File: config.mk
export PLATFORM = sky130hd
export DESIGN_NAME = ampp_parser
export DESIGN_NICKNAME = d
export VERILOG_FILES = /design/src/logic/ampp_parser.v
export VERILOG_INCLUDE_DIRS = /design/src /design/src/logic
export SDC_FILE = /design/constraint.sdc
export NUM_CORES = 1
export LEC_CHECK = 0
export BUFFER_PORTS_ARGS = -buffer_cell sky130_fd_sc_hd__clkbuf_2
export CAP_MARGIN = 20
export CORE_ASPECT_RATIO = 0.6
export CORE_MARGIN = 8
export CORE_UTILIZATION = 50
export CTS_CLUSTER_DIAMETER = 80
export CTS_CLUSTER_SIZE = 24
export DETAILED_ROUTE_END_ITERATION = 10
export PLACE_DENSITY = 0.76
export SLEW_MARGIN = 20
export SYNTH_ARGS = -nofsm -noshare
export SYNTH_HDL_FRONTEND = slang
export SYNTH_SLANG_ARGS = --single-unit
File: constraint.sdc
create_clock -name CLK -period 5.1 [get_ports CLK]
set_input_delay 1.02 -clock CLK [delete_from_list [all_inputs] [get_ports CLK]]
set_output_delay 1.02 -clock CLK [all_outputs]
set_load 0.05 [all_outputs]
File: src/logic/ampp_map.vh
// Constants for the macroblock payload parser: offsets, fields, codes
`ifndef AMPP_MAP_VH
`define AMPP_MAP_VH
// Register byte offsets
`define AMPP_OFS_CTRL 8'h00
`define AMPP_OFS_STATUS 8'h04
`define AMPP_OFS_FLAGS 8'h08
`define AMPP_OFS_ORIGIN 8'h0C
`define AMPP_OFS_PATTERN 8'h10
`define AMPP_OFS_COUNT 8'h14
// Control fields and reset value
`define AMPP_CTRL_EN 0
`define AMPP_CTRL_MC 1
`define AMPP_CTRL_RST 2'h3
// Status sticky error bits
`define AMPP_ST_FMT 0
`define AMPP_ST_COEF 1
// Command layout
`define AMPP_INLINE_START 8'h04
`define AMPP_IT_WORDS 8'h03
`define AMPP_REG_WORDS_LOG2 3
// Inline word 0 fields
`define AMPP_ADAPT_HI 26
`define AMPP_ADAPT_LO 25
`define AMPP_POL 24
`define AMPP_MV_HI 22
`define AMPP_MV_LO 20
`define AMPP_LARGE 15
`define AMPP_FIELDMB 14
`define AMPP_INTRA 13
`define AMPP_KIND_HI 12
`define AMPP_KIND_LO 8
`define AMPP_BIDIR_HI 7
`define AMPP_BIDIR_LO 6
`define AMPP_CHROMA_HI 3
`define AMPP_CHROMA_LO 2
`define AMPP_AFP 1
`define AMPP_FP 0
// Inline word 2 presence field
`define AMPP_PRES_HI 13
`define AMPP_PRES_LO 8
// Coefficient record fields
`define AMPP_CVAL_HI 31
`define AMPP_CVAL_LO 16
`define AMPP_CRSV_HI 15
`define AMPP_CRSV_LO 7
`define AMPP_CIDX_HI 6
`define AMPP_CIDX_LO 1
`define AMPP_CLAST 0
// Codes
`define AMPP_MV_ONE_PAIR 3'h2
`define AMPP_BIDIR_IMPLICIT 2'h2
`define AMPP_KIND_L0 5'h01
`define AMPP_KIND_L1 5'h02
`define AMPP_BLK_DONE 3'h6
`endif

File: src/logic/ampp_parser.v
// Macroblock command and coefficient parser with Wishbone registers
//
// Local design decisions: the register addresses and the Wishbone slave port.
`timescale 1ns/1ps
`default_nettype none
`include "ampp_map.vh"
module ampp_parser (
    input wire CLK,
    input wire NRST,
    input wire WB_CYC_I,
    input wire WB_STB_I,
    input wire WB_WE_I,
    input wire [7:0] WB_ADR_I,
    input wire [3:0] WB_SEL_I,
    input wire [31:0] WB_DAT_I,
    output reg [31:0] WB_DAT_O,
    output reg WB_ACK_O,
    input wire CMD_VALID,
    input wire [31:0] CMD_DATA,
    input wire CMD_LAST,
    output reg CMD_READY,
    output reg PAY_VALID,
    output reg [31:0] PAY_DATA,
    output reg PAY_LAST,
    input wire PAY_READY,
    input wire IND_VALID,
    input wire [31:0] IND_DATA,
    input wire IND_WEIGHT,
    output reg IND_READY,
    output reg OUT_VALID,
    output reg OUT_WEIGHT,
    output reg [31:0] OUT_DATA,
    output reg [15:0] COEF_VALUE,
    output reg [5:0] COEF_INDEX,
    output reg COEF_LAST,
    output reg [2:0] COEF_BLOCK,
    output reg [1:0] COEF_SUB,
    input wire OUT_READY
);

// ----------------------------------------
// Local states and functions
// ----------------------------------------
localparam ST_HDR = 2'b00;
localparam ST_INL = 2'b01;
localparam ST_FILL = 2'b10;

// Lowest present block at or after start, else done
function [2:0] next_blk;
    input [5:0] pres;
    input [2:0] start;
    integer i;
    begin
        next_blk = `AMPP_BLK_DONE;
        for (i = 5; i >= 0; i = i - 1) begin
            if (pres[5 - i] && (i >= start)) begin
                next_blk = i[2:0];
            end
        end
    end
endfunction

// Reserved codes and illegal combinations in inline word 0
function fmt_bad;
    input [31:0] w;
    reg [2:0] mv;
    reg adapt;
    begin
        mv = w[`AMPP_MV_HI:`AMPP_MV_LO];
        adapt = w[`AMPP_AFP] & w[`AMPP_FIELDMB];
        fmt_bad = 1'b0;
        if (w[`AMPP_ADAPT_HI:`AMPP_ADAPT_LO] != {2{adapt}}) fmt_bad = 1'b1;
        if (!w[`AMPP_FP] && !w[`AMPP_AFP] && w[`AMPP_POL]) fmt_bad = 1'b1;
        if (mv == 3'h1 || mv == 3'h3 || mv == 3'h7) fmt_bad = 1'b1;
        if (w[`AMPP_INTRA] && mv != 3'h0) fmt_bad = 1'b1;
        if (w[`AMPP_CHROMA_HI]) fmt_bad = 1'b1;
        if (w[`AMPP_FP] && w[`AMPP_AFP]) fmt_bad = 1'b1;
        if (!w[`AMPP_INTRA] && w[`AMPP_BIDIR_HI:`AMPP_BIDIR_LO] == 2'h3)
            fmt_bad = 1'b1;
    end
endfunction

// ----------------------------------------
// Registers
// ----------------------------------------
reg [1:0] ctrl_ff;
reg [1:0] err_ff;
reg [31:0] inl0_ff;
reg [31:0] inl1_ff;
reg [31:0] inl2_ff;
reg [15:0] ccnt_ff;
reg [1:0] state_ff;
reg [7:0] wcnt_ff;
reg [2:0] pcnt_ff;
reg [5:0] pres_ff;
reg [2:0] blk_ff;
reg [1:0] sub_ff;

reg [1:0] nxt_state;
reg [7:0] nxt_wcnt;
reg [2:0] nxt_pcnt;
reg nxt_pay_vld;
reg [31:0] nxt_pay_data;
reg nxt_pay_last;
reg pay_load;
reg [1:0] err_set;
reg [1:0] err_clr;

wire en = ctrl_ff[`AMPP_CTRL_EN];
wire mc_mode = ctrl_ff[`AMPP_CTRL_MC];
wire wb_req = WB_CYC_I & WB_STB_I & ~WB_ACK_O;
wire cmd_take = CMD_VALID & CMD_READY;
wire ind_take = IND_VALID & IND_READY;
wire pay_free = ~PAY_VALID | PAY_READY;
wire [7:0] inl_idx = wcnt_ff - `AMPP_INLINE_START;
wire inl_keep = mc_mode | (inl_idx < `AMPP_IT_WORDS);

// ----------------------------------------
// Wishbone slave
// ----------------------------------------
// One-cycle ack; writes and read data taken on the request edge
always @(posedge CLK or negedge NRST) begin
    if (!NRST) begin
        WB_ACK_O <= 1'b0;
        WB_DAT_O <= 32'h00000000;
        ctrl_ff <= `AMPP_CTRL_RST;
    end else begin
        WB_ACK_O <= wb_req;
        if (wb_req && WB_WE_I && WB_SEL_I[0] && WB_ADR_I == `AMPP_OFS_CTRL) begin
            ctrl_ff <= WB_DAT_I[1:0];
        end
        if (wb_req) begin
            case (WB_ADR_I)
                `AMPP_OFS_CTRL: WB_DAT_O <= {30'h0, ctrl_ff};
                `AMPP_OFS_STATUS: WB_DAT_O <= {21'h0, blk_ff, sub_ff, 2'h0, state_ff, err_ff};
                `AMPP_OFS_FLAGS: WB_DAT_O <= inl0_ff;
                `AMPP_OFS_ORIGIN: WB_DAT_O <= {16'h0, inl1_ff[15:0]};
                `AMPP_OFS_PATTERN: WB_DAT_O <= {26'h0, pres_ff};
                `AMPP_OFS_COUNT: WB_DAT_O <= {16'h0, ccnt_ff};
                default: WB_DAT_O <= 32'h00000000;
            endcase
        end
    end
end

// Write-one-to-clear of sticky errors
always @* begin
    err_clr = 2'h0;
    if (wb_req && WB_WE_I && WB_SEL_I[0] && WB_ADR_I == `AMPP_OFS_STATUS) begin
        err_clr = WB_DAT_I[1:0];
    end
end

// Sticky errors, a new event beats a clear
always @(posedge CLK or negedge NRST) begin
    if (!NRST) begin
        err_ff <= 2'h0;
    end else begin
        err_ff <= (err_ff & ~err_clr) | err_set;
    end
end

// ----------------------------------------
// Command walker and payload forwarding
// ----------------------------------------
// Skip header, forward inline, zero-fill to register boundary
always @* begin
    nxt_state = state_ff;
    nxt_wcnt = wcnt_ff;
    nxt_pcnt = pcnt_ff;
    nxt_pay_vld = PAY_VALID & ~PAY_READY;
    nxt_pay_data = PAY_DATA;
    nxt_pay_last = PAY_LAST;
    pay_load = 1'b0;
    case (state_ff)
        ST_HDR: begin
            if (cmd_take) begin
                nxt_wcnt = wcnt_ff + 8'h01;
                if (CMD_LAST) begin
                    nxt_wcnt = 8'h00;
                end else if (wcnt_ff == `AMPP_INLINE_START - 8'h01) begin
                    nxt_state = ST_INL;
                end
            end
        end
        ST_INL: begin
            if (cmd_take) begin
                nxt_wcnt = wcnt_ff + 8'h01;
                if (inl_keep) begin
                    pay_load = 1'b1;
                    nxt_pcnt = pcnt_ff + 3'h1;
                end
                if (CMD_LAST) begin
                    nxt_wcnt = 8'h00;
                    nxt_state = (nxt_pcnt == 3'h0) ? ST_HDR : ST_FILL;
                end
            end
        end
        ST_FILL: begin
            if (pay_free) begin
                nxt_pcnt = pcnt_ff + 3'h1;
                nxt_pay_vld = 1'b1;
                nxt_pay_data = 32'h00000000;
                nxt_pay_last = (nxt_pcnt == 3'h0);
                if (nxt_pcnt == 3'h0) begin
                    nxt_state = ST_HDR;
                end
            end
        end
        default: begin
            nxt_state = ST_HDR;
        end
    endcase
    if (pay_load) begin
        nxt_pay_vld = 1'b1;
        nxt_pay_data = CMD_DATA;
        nxt_pay_last = CMD_LAST && (nxt_pcnt == 3'h0);
    end
end

// Walker registers; ready only when the payload slot will be empty
always @(posedge CLK or negedge NRST) begin
    if (!NRST) begin
        state_ff <= ST_HDR;
        wcnt_ff <= 8'h00;
        pcnt_ff <= 3'h0;
        PAY_VALID <= 1'b0;
        PAY_DATA <= 32'h00000000;
        PAY_LAST <= 1'b0;
        CMD_READY <= 1'b0;
    end else begin
        state_ff <= nxt_state;
        wcnt_ff <= nxt_wcnt;
        pcnt_ff <= nxt_pcnt;
        PAY_VALID <= nxt_pay_vld;
        PAY_DATA <= nxt_pay_data;
        PAY_LAST <= nxt_pay_last;
        CMD_READY <= en & (nxt_state != ST_FILL) & ~nxt_pay_vld;
    end
end

// Capture of the first three inline words for decode
always @(posedge CLK or negedge NRST) begin
    if (!NRST) begin
        inl0_ff <= 32'h00000000;
        inl1_ff <= 32'h00000000;
        inl2_ff <= 32'h00000000;
    end else if (state_ff == ST_INL && cmd_take) begin
        if (inl_idx == 8'h00) inl0_ff <= CMD_DATA;
        if (inl_idx == 8'h01) inl1_ff <= CMD_DATA;
        if (inl_idx == 8'h02) inl2_ff <= CMD_DATA;
    end
end

// ----------------------------------------
// Indirect data: weights and coefficient records
// ----------------------------------------
wire [15:0] w_lo = IND_DATA[15:0];
wire [15:0] w_hi = IND_DATA[31:16];
wire [4:0] mb_kind = inl0_ff[`AMPP_KIND_HI:`AMPP_KIND_LO];
wire mb_inter = ~inl0_ff[`AMPP_INTRA];
wire implicit_two = mb_inter &
    (inl0_ff[`AMPP_BIDIR_HI:`AMPP_BIDIR_LO] == `AMPP_BIDIR_IMPLICIT) &
    (inl0_ff[`AMPP_MV_HI:`AMPP_MV_LO] == `AMPP_MV_ONE_PAIR);
wire luma_large = inl0_ff[`AMPP_LARGE];
wire has_chroma = (inl0_ff[`AMPP_CHROMA_HI:`AMPP_CHROMA_LO] != 2'h0);
wire [1:0] sub_top = (blk_ff < 3'h4 && luma_large) ? 2'h0 : 2'h3;
wire mb_start = (state_ff == ST_INL) && cmd_take && (inl_idx == 8'h02);
wire [5:0] pres_new = CMD_DATA[`AMPP_PRES_HI:`AMPP_PRES_LO] & {4'hF, {2{has_chroma}}};
wire out_free = ~OUT_VALID | OUT_READY;
wire coef_take = ind_take & ~IND_WEIGHT;
reg [31:0] wgt_data;
reg nxt_out_vld;

// Implicit weight replication for a single vector pair
always @* begin
    wgt_data = IND_DATA;
    if (implicit_two && mb_kind == `AMPP_KIND_L0) begin
        wgt_data = {w_lo, w_lo};
    end else if (implicit_two && mb_kind == `AMPP_KIND_L1) begin
        wgt_data = {w_hi, w_hi};
    end
end

// Format errors from inline word 0 and bad coefficient records
always @* begin
    err_set = 2'h0;
    if (mb_start && fmt_bad(inl0_ff)) begin
        err_set[`AMPP_ST_FMT] = 1'b1;
    end
    if (coef_take && (IND_DATA[`AMPP_CRSV_HI:`AMPP_CRSV_LO] != 9'h000)) begin
        err_set[`AMPP_ST_COEF] = 1'b1;
    end
    if (coef_take && blk_ff == `AMPP_BLK_DONE) begin
        err_set[`AMPP_ST_COEF] = 1'b1;
    end
end

// Output slot for indirect data
always @* begin
    nxt_out_vld = OUT_VALID & ~OUT_READY;
    if (ind_take) begin
        nxt_out_vld = 1'b1;
    end
end

// Output registers and decoded coefficient fields
always @(posedge CLK or negedge NRST) begin
    if (!NRST) begin
        OUT_VALID <= 1'b0;
        OUT_WEIGHT <= 1'b0;
        OUT_DATA <= 32'h00000000;
        COEF_VALUE <= 16'h0000;
        COEF_INDEX <= 6'h00;
        COEF_LAST <= 1'b0;
        COEF_BLOCK <= 3'h0;
        COEF_SUB <= 2'h0;
        IND_READY <= 1'b0;
    end else begin
        OUT_VALID <= nxt_out_vld;
        IND_READY <= en & ~nxt_out_vld & out_free;
        if (ind_take) begin
            OUT_WEIGHT <= IND_WEIGHT;
            OUT_DATA <= IND_WEIGHT ? wgt_data : IND_DATA;
            COEF_VALUE <= IND_DATA[`AMPP_CVAL_HI:`AMPP_CVAL_LO];
            COEF_INDEX <= IND_DATA[`AMPP_CIDX_HI:`AMPP_CIDX_LO];
            COEF_LAST <= IND_DATA[`AMPP_CLAST] & ~IND_WEIGHT;
            COEF_BLOCK <= blk_ff;
            COEF_SUB <= sub_ff;
        end
    end
end

// Block and subblock sequencer over present blocks
always @(posedge CLK or negedge NRST) begin
    if (!NRST) begin
        pres_ff <= 6'h00;
        blk_ff <= `AMPP_BLK_DONE;
        sub_ff <= 2'h0;
        ccnt_ff <= 16'h0000;
    end else if (mb_start) begin
        pres_ff <= pres_new;
        blk_ff <= next_blk(pres_new, 3'h0);
        sub_ff <= 2'h0;
        ccnt_ff <= 16'h0000;
    end else if (coef_take) begin
        ccnt_ff <= ccnt_ff + 16'h0001;
        if (IND_DATA[`AMPP_CLAST] && blk_ff != `AMPP_BLK_DONE) begin
            if (sub_ff == sub_top) begin
                sub_ff <= 2'h0;
                blk_ff <= next_blk(pres_ff, blk_ff + 3'h1);
            end else begin
                sub_ff <= sub_ff + 2'h1;
            end
        end
    end
end

endmodule // ampp_parser
`default_nettype wire

Yosys cells after proc, flatten, opt, wreduce, memory -nomap -nowiden
Index checks and enable logic that the tools add are counted.
Word-level totals
  register bits after elaboration: 223
  bits in latches: 0
  memory bits (writable): 0
  memory bits (read-only): 0
  output and inout bits: 131
  word-level logic and storage cells: 212
  memories kept: 0
Operators by class
  $add $sub $neg: 6
  multiply operators: 0
  div/mod/pow operators: 0
  $lt $le $gt $ge: 8
  equality and inequality tests: 23
  shift-type cells: 0
  multiplexer cells: 67
  bitwise logic cells: 31
  reductions and logical operators: 51
Operators with widths (number)
  $pmux W32 S6: 1
  $mux W32: 5
  $mux W3: 19
  $mux W16: 3
  $mux W2: 16
  $logic_and A1 B1 Y1: 25
  $mux W1: 20
  $add A16 B1 Y16 const B: 1
  $eq A8 B2 Y1 const B: 2
  $eq A8 B4 Y1 const B: 2
  $eq A8 B5 Y1 const B: 2
  $logic_not A8 Y1: 2
  $and A1 B1 Y1: 15
  $reduce_bool A2 Y1: 6
  $reduce_and A2 Y1: 5
  $logic_not A3 Y1: 3
  $not A1 Y1: 9
  $reduce_bool A9 Y1: 1
  $add A8 B1 Y8 const B: 1
  $eq A8 B1 Y1 const B: 1
  $eq A8 B3 Y1 const B: 1
  $lt A8 B2 Y1 const B: 1
  $mux W8: 1
  $sub A8 B3 Y8 const B: 1
  other kinds (30): 43

Depth between registers and ports, before layout
Gate-level depths: netlist of the first run.
  depth in word-level cells: 14
  mapped depth: 10
  mapped depth without buffers: 7

Least setup slack after synthesis of the first run
Ideal clock, no wire load.
  kind: input port to flip-flop
  from: input port WB_ADR_I[5]
  to: register err_ff[0]
  arrival: 2539 ps
  required time: 4979 ps
  slack: 2440 ps
  stages on the path: 6
  buffers on the path: 1
  cell sequence: or4_4 buf_6 nor4_4 and4_1 nand2_1 a22o_1
On the way
  word-level cells in the longest chain between the ends: 6
Ends and longest elaborated chain
  from (decl): RTL line ampp_parser.v:13  | input wire [7:0] WB_ADR_I,
  $eq A8 B3 Y1
  $logic_and A1 B1 Y1 (no line)
  $mux W2: RTL line ampp_parser.v:149  | if (wb_req && WB_WE_I && WB_SEL_I[0] && WB_ADR_I == `AMPP_OFS_STATUS) begin
  $not A2 Y2: RTL line ampp_parser.v:159  | err_ff <= (err_ff & ~err_clr) | err_set;
  $and A2 B2 Y2: RTL line ampp_parser.v:159
  $or A2 B2 Y2: RTL line ampp_parser.v:159
  to (signal assigned): RTL line ampp_parser.v:159
  to (decl): RTL line ampp_parser.v:87  | reg [1:0] err_ff;
No other way between the ends.
A chain may end at the register's enable or synchronous reset.

Final worst setup path of the first run
  from: register state_ff[1]
  to: register ccnt_ff[8]
On the way
  word-level cells in the longest chain between the ends: 4
  elaborated cells between the ends (all ways): 5
  those cells by class: eq/ne (1); mux (1); reduce/logical (3)
Ends and longest elaborated chain
  from (decl): RTL line ampp_parser.v:92  | reg [1:0] state_ff;
  from (signal assigned): RTL line ampp_parser.v:232  | state_ff <= nxt_state;
  $eq A2 B1 Y1 (*): RTL line ampp_parser.v:268  | wire mb_start = (state_ff == ST_INL) && cmd_take && (inl_idx == 8'h02);
  $logic_and A1 B1 Y1 (*) (2 in series): RTL line ampp_parser.v:268
  $mux W16 or $reduce_bool A2 Y1 (tied branches)
  to (signal assigned): RTL line ampp_parser.v:347  | ccnt_ff <= ccnt_ff + 16'h0001;
  to (decl): RTL line ampp_parser.v:91  | reg [15:0] ccnt_ff;
Every way passes the cells marked *; elsewhere a longest branch is shown, timed or not.

==> results of run 1 <==
==> Yosys cell counts, types with 3 or more instances <==
cell type  instances
a211oi_1           6
a21o_1             4
a21oi_1           18
a221oi_1          10
a22o_1            17
a22oi_1            7
a31oi_1            4
and3_1             6
and4_1             3
buf_1              4
buf_2             10
buf_6              3
clkbuf_1          37
dfrtp_1          219
dfstp_2            4
ha_1              15
inv_1             19
mux2_2            77
mux2i_1           35
nand2_1          188
nand2b_1           8
nand3_1           27
nand4_1            8
nor2_1            36
nor2b_1            3
nor3_1             8
nor3b_1            3
nor4_1             5
nor4_4             3
o2111ai_1          4
o211ai_1           9
o21ai_0           95
o21ai_1            7
o31ai_1            6
or2_2              3
xnor2_1            8
xor2_1            11
==> worst paths after layout <==
check / start / endpoint / slack, ps
worst max register to register: state_ff[1] / ccnt_ff[8] / 2210
worst min-delay path: WB_DAT_O[17] / WB_DAT_O[17] / 470
min in group asynchronous: NRST / OUT_DATA[27] / 640
max in group asynchronous: NRST / WB_DAT_O[4] / 3450
worst min register to register: WB_DAT_O[17] / WB_DAT_O[17] / 470
worst max-delay path: state_ff[1] / ccnt_ff[8] / 2210
==> power by group <==
part           internal [mW]  switching (mW)  leakage (nW)
Clock                  0.487           0.589         0.174
Sequential              1.79          0.0213          3.05
Combinational         0.0805           0.214          2.95
Total                   2.36           0.825          6.17
==> area by class of cell <==
class,instances,area share [%]
Sequential cell,223,46.7
Multi-Input combinational cell,670,36.9
Timing Repair Buffer,226,9.88
Clock buffer,19,2.91
Tap cell,273,2.86
Inverter,19,0.596
Clock inverter,2,0.199
==> kinds of logic after synthesis <==
family          count (synthesis)
simple gates                  316
flops                         223
compound gates                208
mux                           112
buf+inv                        75
xor+xnor                       19
fa+ha+maj                      15
==> metal layers <==
metal  wire (microns)  up-vias  track usage, %  part of all wire (%)
met2            12700      227            32.9                    46
met4              477        2            3.81                   1.7
li1                 -     3795               -                     -
met1            13100     4013            31.3                    47
met5               13        -               0                 0.047
met3             1620       34            3.61                   5.8
==> critical path, delay by kind of cell (launching register included) <==
| family | cells | cell delay [ps] |
|---|---|---|
| AOI/OAI and AO/OA | 1 | 280 |
| xor gates and xnor gates | 1 | 180 |
| adders and majority gates | 1 | 350 |
| buffers and inverters | 1 | 110 |
| DFF | 1 | 470 |
| and+or+nand+nor | 3 | 1310 |
==> metrics by stage <==
stage                     hold WS (ps)  setup slack [ps]
after global routing               495              2050
after detailed placement           457              1870
final                              471              2210
after floorplan                    451              2440
after global placement             449              1880
after CTS                          478              2260
==> layout by cell type, fill, tap and decap left out, types with 3 or more instances in the layout <==
| cell type | Yosys | final |
|---|---|---|
| clkbuf_16 | 0 | 13 |
| a21oi_1 | 18 | 18 |
| o21ai_0 | 95 | 95 |
| a211oi_1 | 6 | 6 |
| nor3b_1 | 3 | 3 |
| mux2_2 | 77 | 77 |
| a22oi_1 | 7 | 7 |
| ha_1 | 15 | 15 |
| clkbuf_2 | 0 | 215 |
| o31ai_1 | 6 | 6 |
| clkbuf_1 | 37 | 6 |
| xnor2_1 | 8 | 8 |
| dfstp_2 | 4 | 4 |
| a221oi_1 | 10 | 10 |
| nand2_1 | 188 | 187 |
| nor4_4 | 3 | 3 |
| nor4_1 | 5 | 5 |
| inv_1 | 19 | 19 |
| dfrtp_1 | 219 | 219 |
| nor2b_1 | 3 | 3 |
| buf_4 | 2 | 8 |
| nand4_1 | 8 | 8 |
| nand3_1 | 27 | 27 |
| or2_2 | 3 | 3 |
| a21o_1 | 4 | 4 |
| a31oi_1 | 4 | 4 |
| nor3_1 | 8 | 8 |
| o21ai_1 | 7 | 7 |
| nand2b_1 | 8 | 8 |
| xor2_1 | 11 | 11 |
| a22o_1 | 17 | 17 |
| mux2i_1 | 35 | 35 |
| o2111ai_1 | 4 | 4 |
| o211ai_1 | 9 | 9 |
| nor2_1 | 36 | 35 |
| and4_1 | 3 | 3 |
| and3_1 | 6 | 6 |
==> state kept, by name (all words and copies together) (netlist names), 8 cells and up <==
register / count
PAY_DATA: 32
COEF_VALUE: 16
WB_DAT_O: 32
fmt_bad.w: 32
ccnt_ff: 16
inl1_ff: 16
wcnt_ff: 8
OUT_DATA: 32
==> impl_metrics.py, run 1 <==
metrics = {
    "floorplan": {
        "die_area_sq_mm": 0.0256,
        "ioPinCount": 250,
        "core_sq_mm": 0.0201,
        "start_util_pct": 51.2,
        "num_rows": 40,
        "die_w_microns": 201,
        "die_h_microns": 127,
    },
    "timing": {
        "rsz0062_at_grt": "false",
        "max_freq_mhz": 346,
        "skew_ps": 14.1,
        "tightest_slew_ps": 1070,
        "tns_ps": 0,
        "finalSetupViolations": 0,
        "final_hold_viol_count": 0,
        "drv_slew": 0,
        "fin_crit_sh_pct": 56.7,
        "max_slew_margin_pct": 28.6,
        "post-route-min-period_ps": 2890,
    },
    "clock_network": {
        "ctsHoldBuffers": 0,
        "post_cts_buffers": 0,
        "clkSinkCount": 223,
        "root_buffer": "clkbuf_16",
        "cts.clk_slew.worst_paths_ps": 100,
        "numCtsBuffers": 13,
        "cts_tree": "done",
        "clk_latency_ps": 470,
        "cts_max_path_buffers": 3,
        "htreeDepth": 1,
        "ctsResizeCount": 0,
    },
    "finish": {
        "regArea_sq_mm": 0.00559,
        "syn2layout_area_growth_pct": 16.1,
        "antenna_cells": 0,
        "multi_input_area_sq_mm": 0.00441,
        "final_area_sq_mm": 0.0120,
        "drive_gt1_share_pct": 29.2,
        "fin_cells": 1432,
        "nFillCells": 1760,
        "postLayoutCoreUtil_pct": 59.5,
        "finalNetCount": 1287,
    },
    "pwr": {
        "p_leak_nw": 6.17,
        "p_per_area_mw_per_mm2": 266,
        "vdd_ir_drop_max_uv": 198,
        "total_power_mw": 3.18,
    },
    "grt": {
        "grt.total_usage_pct": 21.2,
        "grt_max_degree": 124,
        "overflow": 0,
        "antenna_found_initial": 1,
        "grt_pass1_vias": 8013,
        "grt_pass1_wl_mm": 45.0,
    },
    "yosys": {
        "synth_edf_count": 0,
        "synthMuxAreaShare_pct": 11.8,
        "synth_top_area_share_pct": 53.2,
        "postSynthAreaPerCell_sq_um": 10.6,
        "syn_inst": 968,
        "synth_flop_cell": "dfrtp_1",
        "synth_fa_ha_area_share_pct": 1.82,
        "synth.area.top_cells": "dfrtp_1, mux2_2, nand2_1",
        "yosys_warnings": 0,
        "synth.distinct_cells": 68,
        "synth_compound_area_share_pct": 12.9,
        "synthArstFlopShare_pct": 100,
        "synth.largest_area_cell": "dfrtp_1",
        "yosysSeqAreaShare_pct": 54.2,
        "ys_ff_latch": 223,
        "synth_fp_nets": 1102,
        "synth_simple_gate_area_share_pct": 14.5,
        "synth_area_sq_mm": 0.0103,
        "synth_top_family_by_area": "simple AND/OR/NAND/NOR gates",
        "synth_xor_area_share_pct": 1.61,
    },
    "placement": {
        "dp.cells": 1410,
        "hpwl_mm": 20.7,
        "portBuffers": 216,
        "placed_cell_area_sq_mm": 0.0116,
        "gp_congestion": 0.844,
    },
    "drt": {
        "drtPass1Iterations": 6,
        "routedWlPerCell_microns": 19.4,
        "drc_errors": 0,
        "vias": 8071,
        "drt-vias-per-instance": 5.64,
        "drtIter0Drc": 716,
        "drtAntennaViolNets": 0,
        "routed_wl_mm": 27.8,
    },
    "flow_run": {
        "maxCapViolations": 0,
    },
    "setup_path": {
        "critPathArrivalTime_ps": 3210,
        "crit_path_end_kind": "register",
        "crit_chain": "inv_1 -> ha_1 -> and3_1 -> and4_1 -> o2111ai_1 -> xor2_1 -> nor2_1",
        "crit_path_max_incr_delay_ps": 940,
        "path_class": "reg -> reg",
        "crit_required_ps": 5420,
        "crit_path_top_delay_cell": "and4_1",
        "critPathMaxFanout": 28,
        "rr_worst_depth": 7,
        "critPathLaunchType": "register",
    },
    "run_status": {
        "outcome": "finished, final reports clean",
    },
    "worst_hold_path": {
        "holdPathStages": 2,
        "hp-class": "reg -> reg",
    },
}
Note: power is estimated with default switching activity, not from simulation.
==> run 2: changes to the inputs <==
Clock period 5.1 ns to 3 ns, I/O delays scaled along.
==> run 2 against run 1 <==
Highest routed layer unchanged. Critical endpoint is now ccnt_ff[10]. Largest cell class unchanged. Register-to-register slack lost 1700 ps. Total power grew 78%. Critical path type unchanged. Via count about the same.
==> impl_metrics.py, run 2 (synthesis gave the netlist of run 1 again) <==
metrics = {
    "timing": {
        "max_freq_mhz": 401,
        "tns_ps": 0,
        "post-route-min-period_ps": 2490,
        "layout_setup_ws_ps": 507,
        "rsz0062_at_grt": "false",
        "max_slew_margin_pct": 49.9,
        "fin_crit_sh_pct": 83.1,
        "drv_slew": 0,
        "tightest_slew_ps": 752,
        "final_hold_viol_count": 0,
        "finalSetupViolations": 0,
        "skew_ps": 15.0,
    },
    "setup_path": {
        "critPathMaxFanout": 12,
        "critPathArrivalTime_ps": 2850,
        "critPathLaunchType": "register",
        "path_class": "reg -> reg",
        "crit_required_ps": 3350,
        "crit_path_end_kind": "register",
    },
    "finish": {
        "drive_gt1_share_pct": 30.1,
        "multi_input_area_sq_mm": 0.00441,
        "regArea_sq_mm": 0.00559,
        "nFillCells": 1745,
        "syn2layout_area_growth_pct": 18.0,
        "finalNetCount": 1297,
        "final_common_cell": "dfrtp_1",
        "final_cell_mix": "dfrtp_1, clkbuf_2, nand2_1, o21ai_0, mux2_2",
        "antenna_cells": 0,
    },
    "placement": {
        "place_ws_ps": 521,
        "gp_congestion": 0.876,
        "hpwl_mm": 20.5,
        "portBuffers": 216,
    },
    "pwr": {
        "p_leak_nw": 6.28,
        "p_per_area_mw_per_mm2": 467,
        "vdd_ir_drop_max_uv": 341,
    },
    "floorplan": {
        "die_area_sq_mm": 0.0256,
        "die_w_microns": 201,
        "start_util_pct": 51.2,
        "num_rows": 40,
        "die_h_microns": 127,
        "ioPinCount": 250,
        "core_sq_mm": 0.0201,
    },
    "clock_network": {
        "ctsHoldBuffers": 0,
        "cts_tree": "done",
        "clk_latency_ps": 480,
        "numCtsBuffers": 13,
        "cts_max_path_buffers": 3,
        "post_cts_buffers": 0,
        "ctsResizeCount": 0,
        "htreeDepth": 1,
        "root_buffer": "clkbuf_16",
        "clkSinkCount": 223,
        "cts.clk_slew.worst_paths_ps": 90,
    },
    "grt": {
        "grt_pass1_wl_mm": 44.9,
        "grt_pass1_vias": 7979,
        "antenna_found_initial": 2,
        "grt_max_degree": 98,
        "overflow": 0,
        "grt.total_usage_pct": 21.2,
    },
    "drt": {
        "routedWlPerCell_microns": 19.1,
        "drtIter0Drc": 737,
        "drt-vias-per-instance": 5.59,
        "drtPass1Iterations": 4,
        "routed_wl_mm": 27.6,
        "drc_errors": 0,
        "drtAntennaViolNets": 0,
        "vias": 8065,
    },
    "worst_hold_path": {
        "hp-class": "in -> async",
    },
    "run_status": {
        "outcome": "finished, final reports clean",
    },
    "flow_run": {
        "maxCapViolations": 0,
    },
}
run 2: where the power goes:
group | internal (mW) | switching [mW] | total (mW)
Combinational | 0.144 | 0.364 | 0.508
Clock | 1.08 | 1.01 | 2.09
Sequential | 3.05 | 0.0343 | 3.08
Total | 4.27 | 1.41 | 5.68
run 2: final cells by class:
type / count / share of cell area [%]
tap: 273 / 2.81
sequential: 223 / 45.9
inverter: 19 / 0.587
clock buffer: 17 / 2.80
multi-input combinational: 670 / 36.3
timing repair buffer: 236 / 10.7
clock inverter: 5 / 0.875
run 2: worst max-delay path, cell delays in order, from the launching register on:
cell,delay [ps]
dfrtp_1,470
inv_1,110
ha_1,370
and3_1,320
nand4_2,400
a2111oi_2,480
xnor2_1,170
nor2_1,50
run 2: per-layer routing:
layer / routed length (microns) / global-route usage, %
met1: 13400 / 31.5
met2: 12500 / 33.1
met3: 1480 / 3.43
met4: 237 / 2.70
met5: 19 / 0
run 2: worst paths after layout:
path	start	endpoint	slack (ps)	depth (start not counted)
setup / recovery	state_ff[1]	ccnt_ff[10]	510	7
hold / removal	NRST	COEF_VALUE[10]	110	1
setup reg to reg	state_ff[1]	ccnt_ff[10]	510	7
hold reg to reg	WB_DAT_O[17]	WB_DAT_O[17]	480	2
max in group asynchronous	NRST	fmt_bad.w[27]	2150	2
min in group CLK	OUT_READY	OUT_VALID	340	2
run 2: through the flow:
| stage | util, % | instances | cell area, sq um | hold WS [ps] | power [mW] |
|---|---|---|---|---|---|
| 6_report | 60.4 | 1443 | 12200 | 106 | 5.68 |
| 4_1_cts | 60.4 | 1443 | 12200 | 158 | 5.72 |
| 3_3_place_gp | 58.2 | 1421 | 11700 | 449 | 3.64 |
| 5_1_grt | 60.4 | 1443 | 12200 | 181 | 5.88 |
| 2_1_floorplan | - | 968 | 10300 | 304 | 3.40 |
| 3_5_place_dp | 58.2 | 1421 | 11700 | 455 | 3.65 |
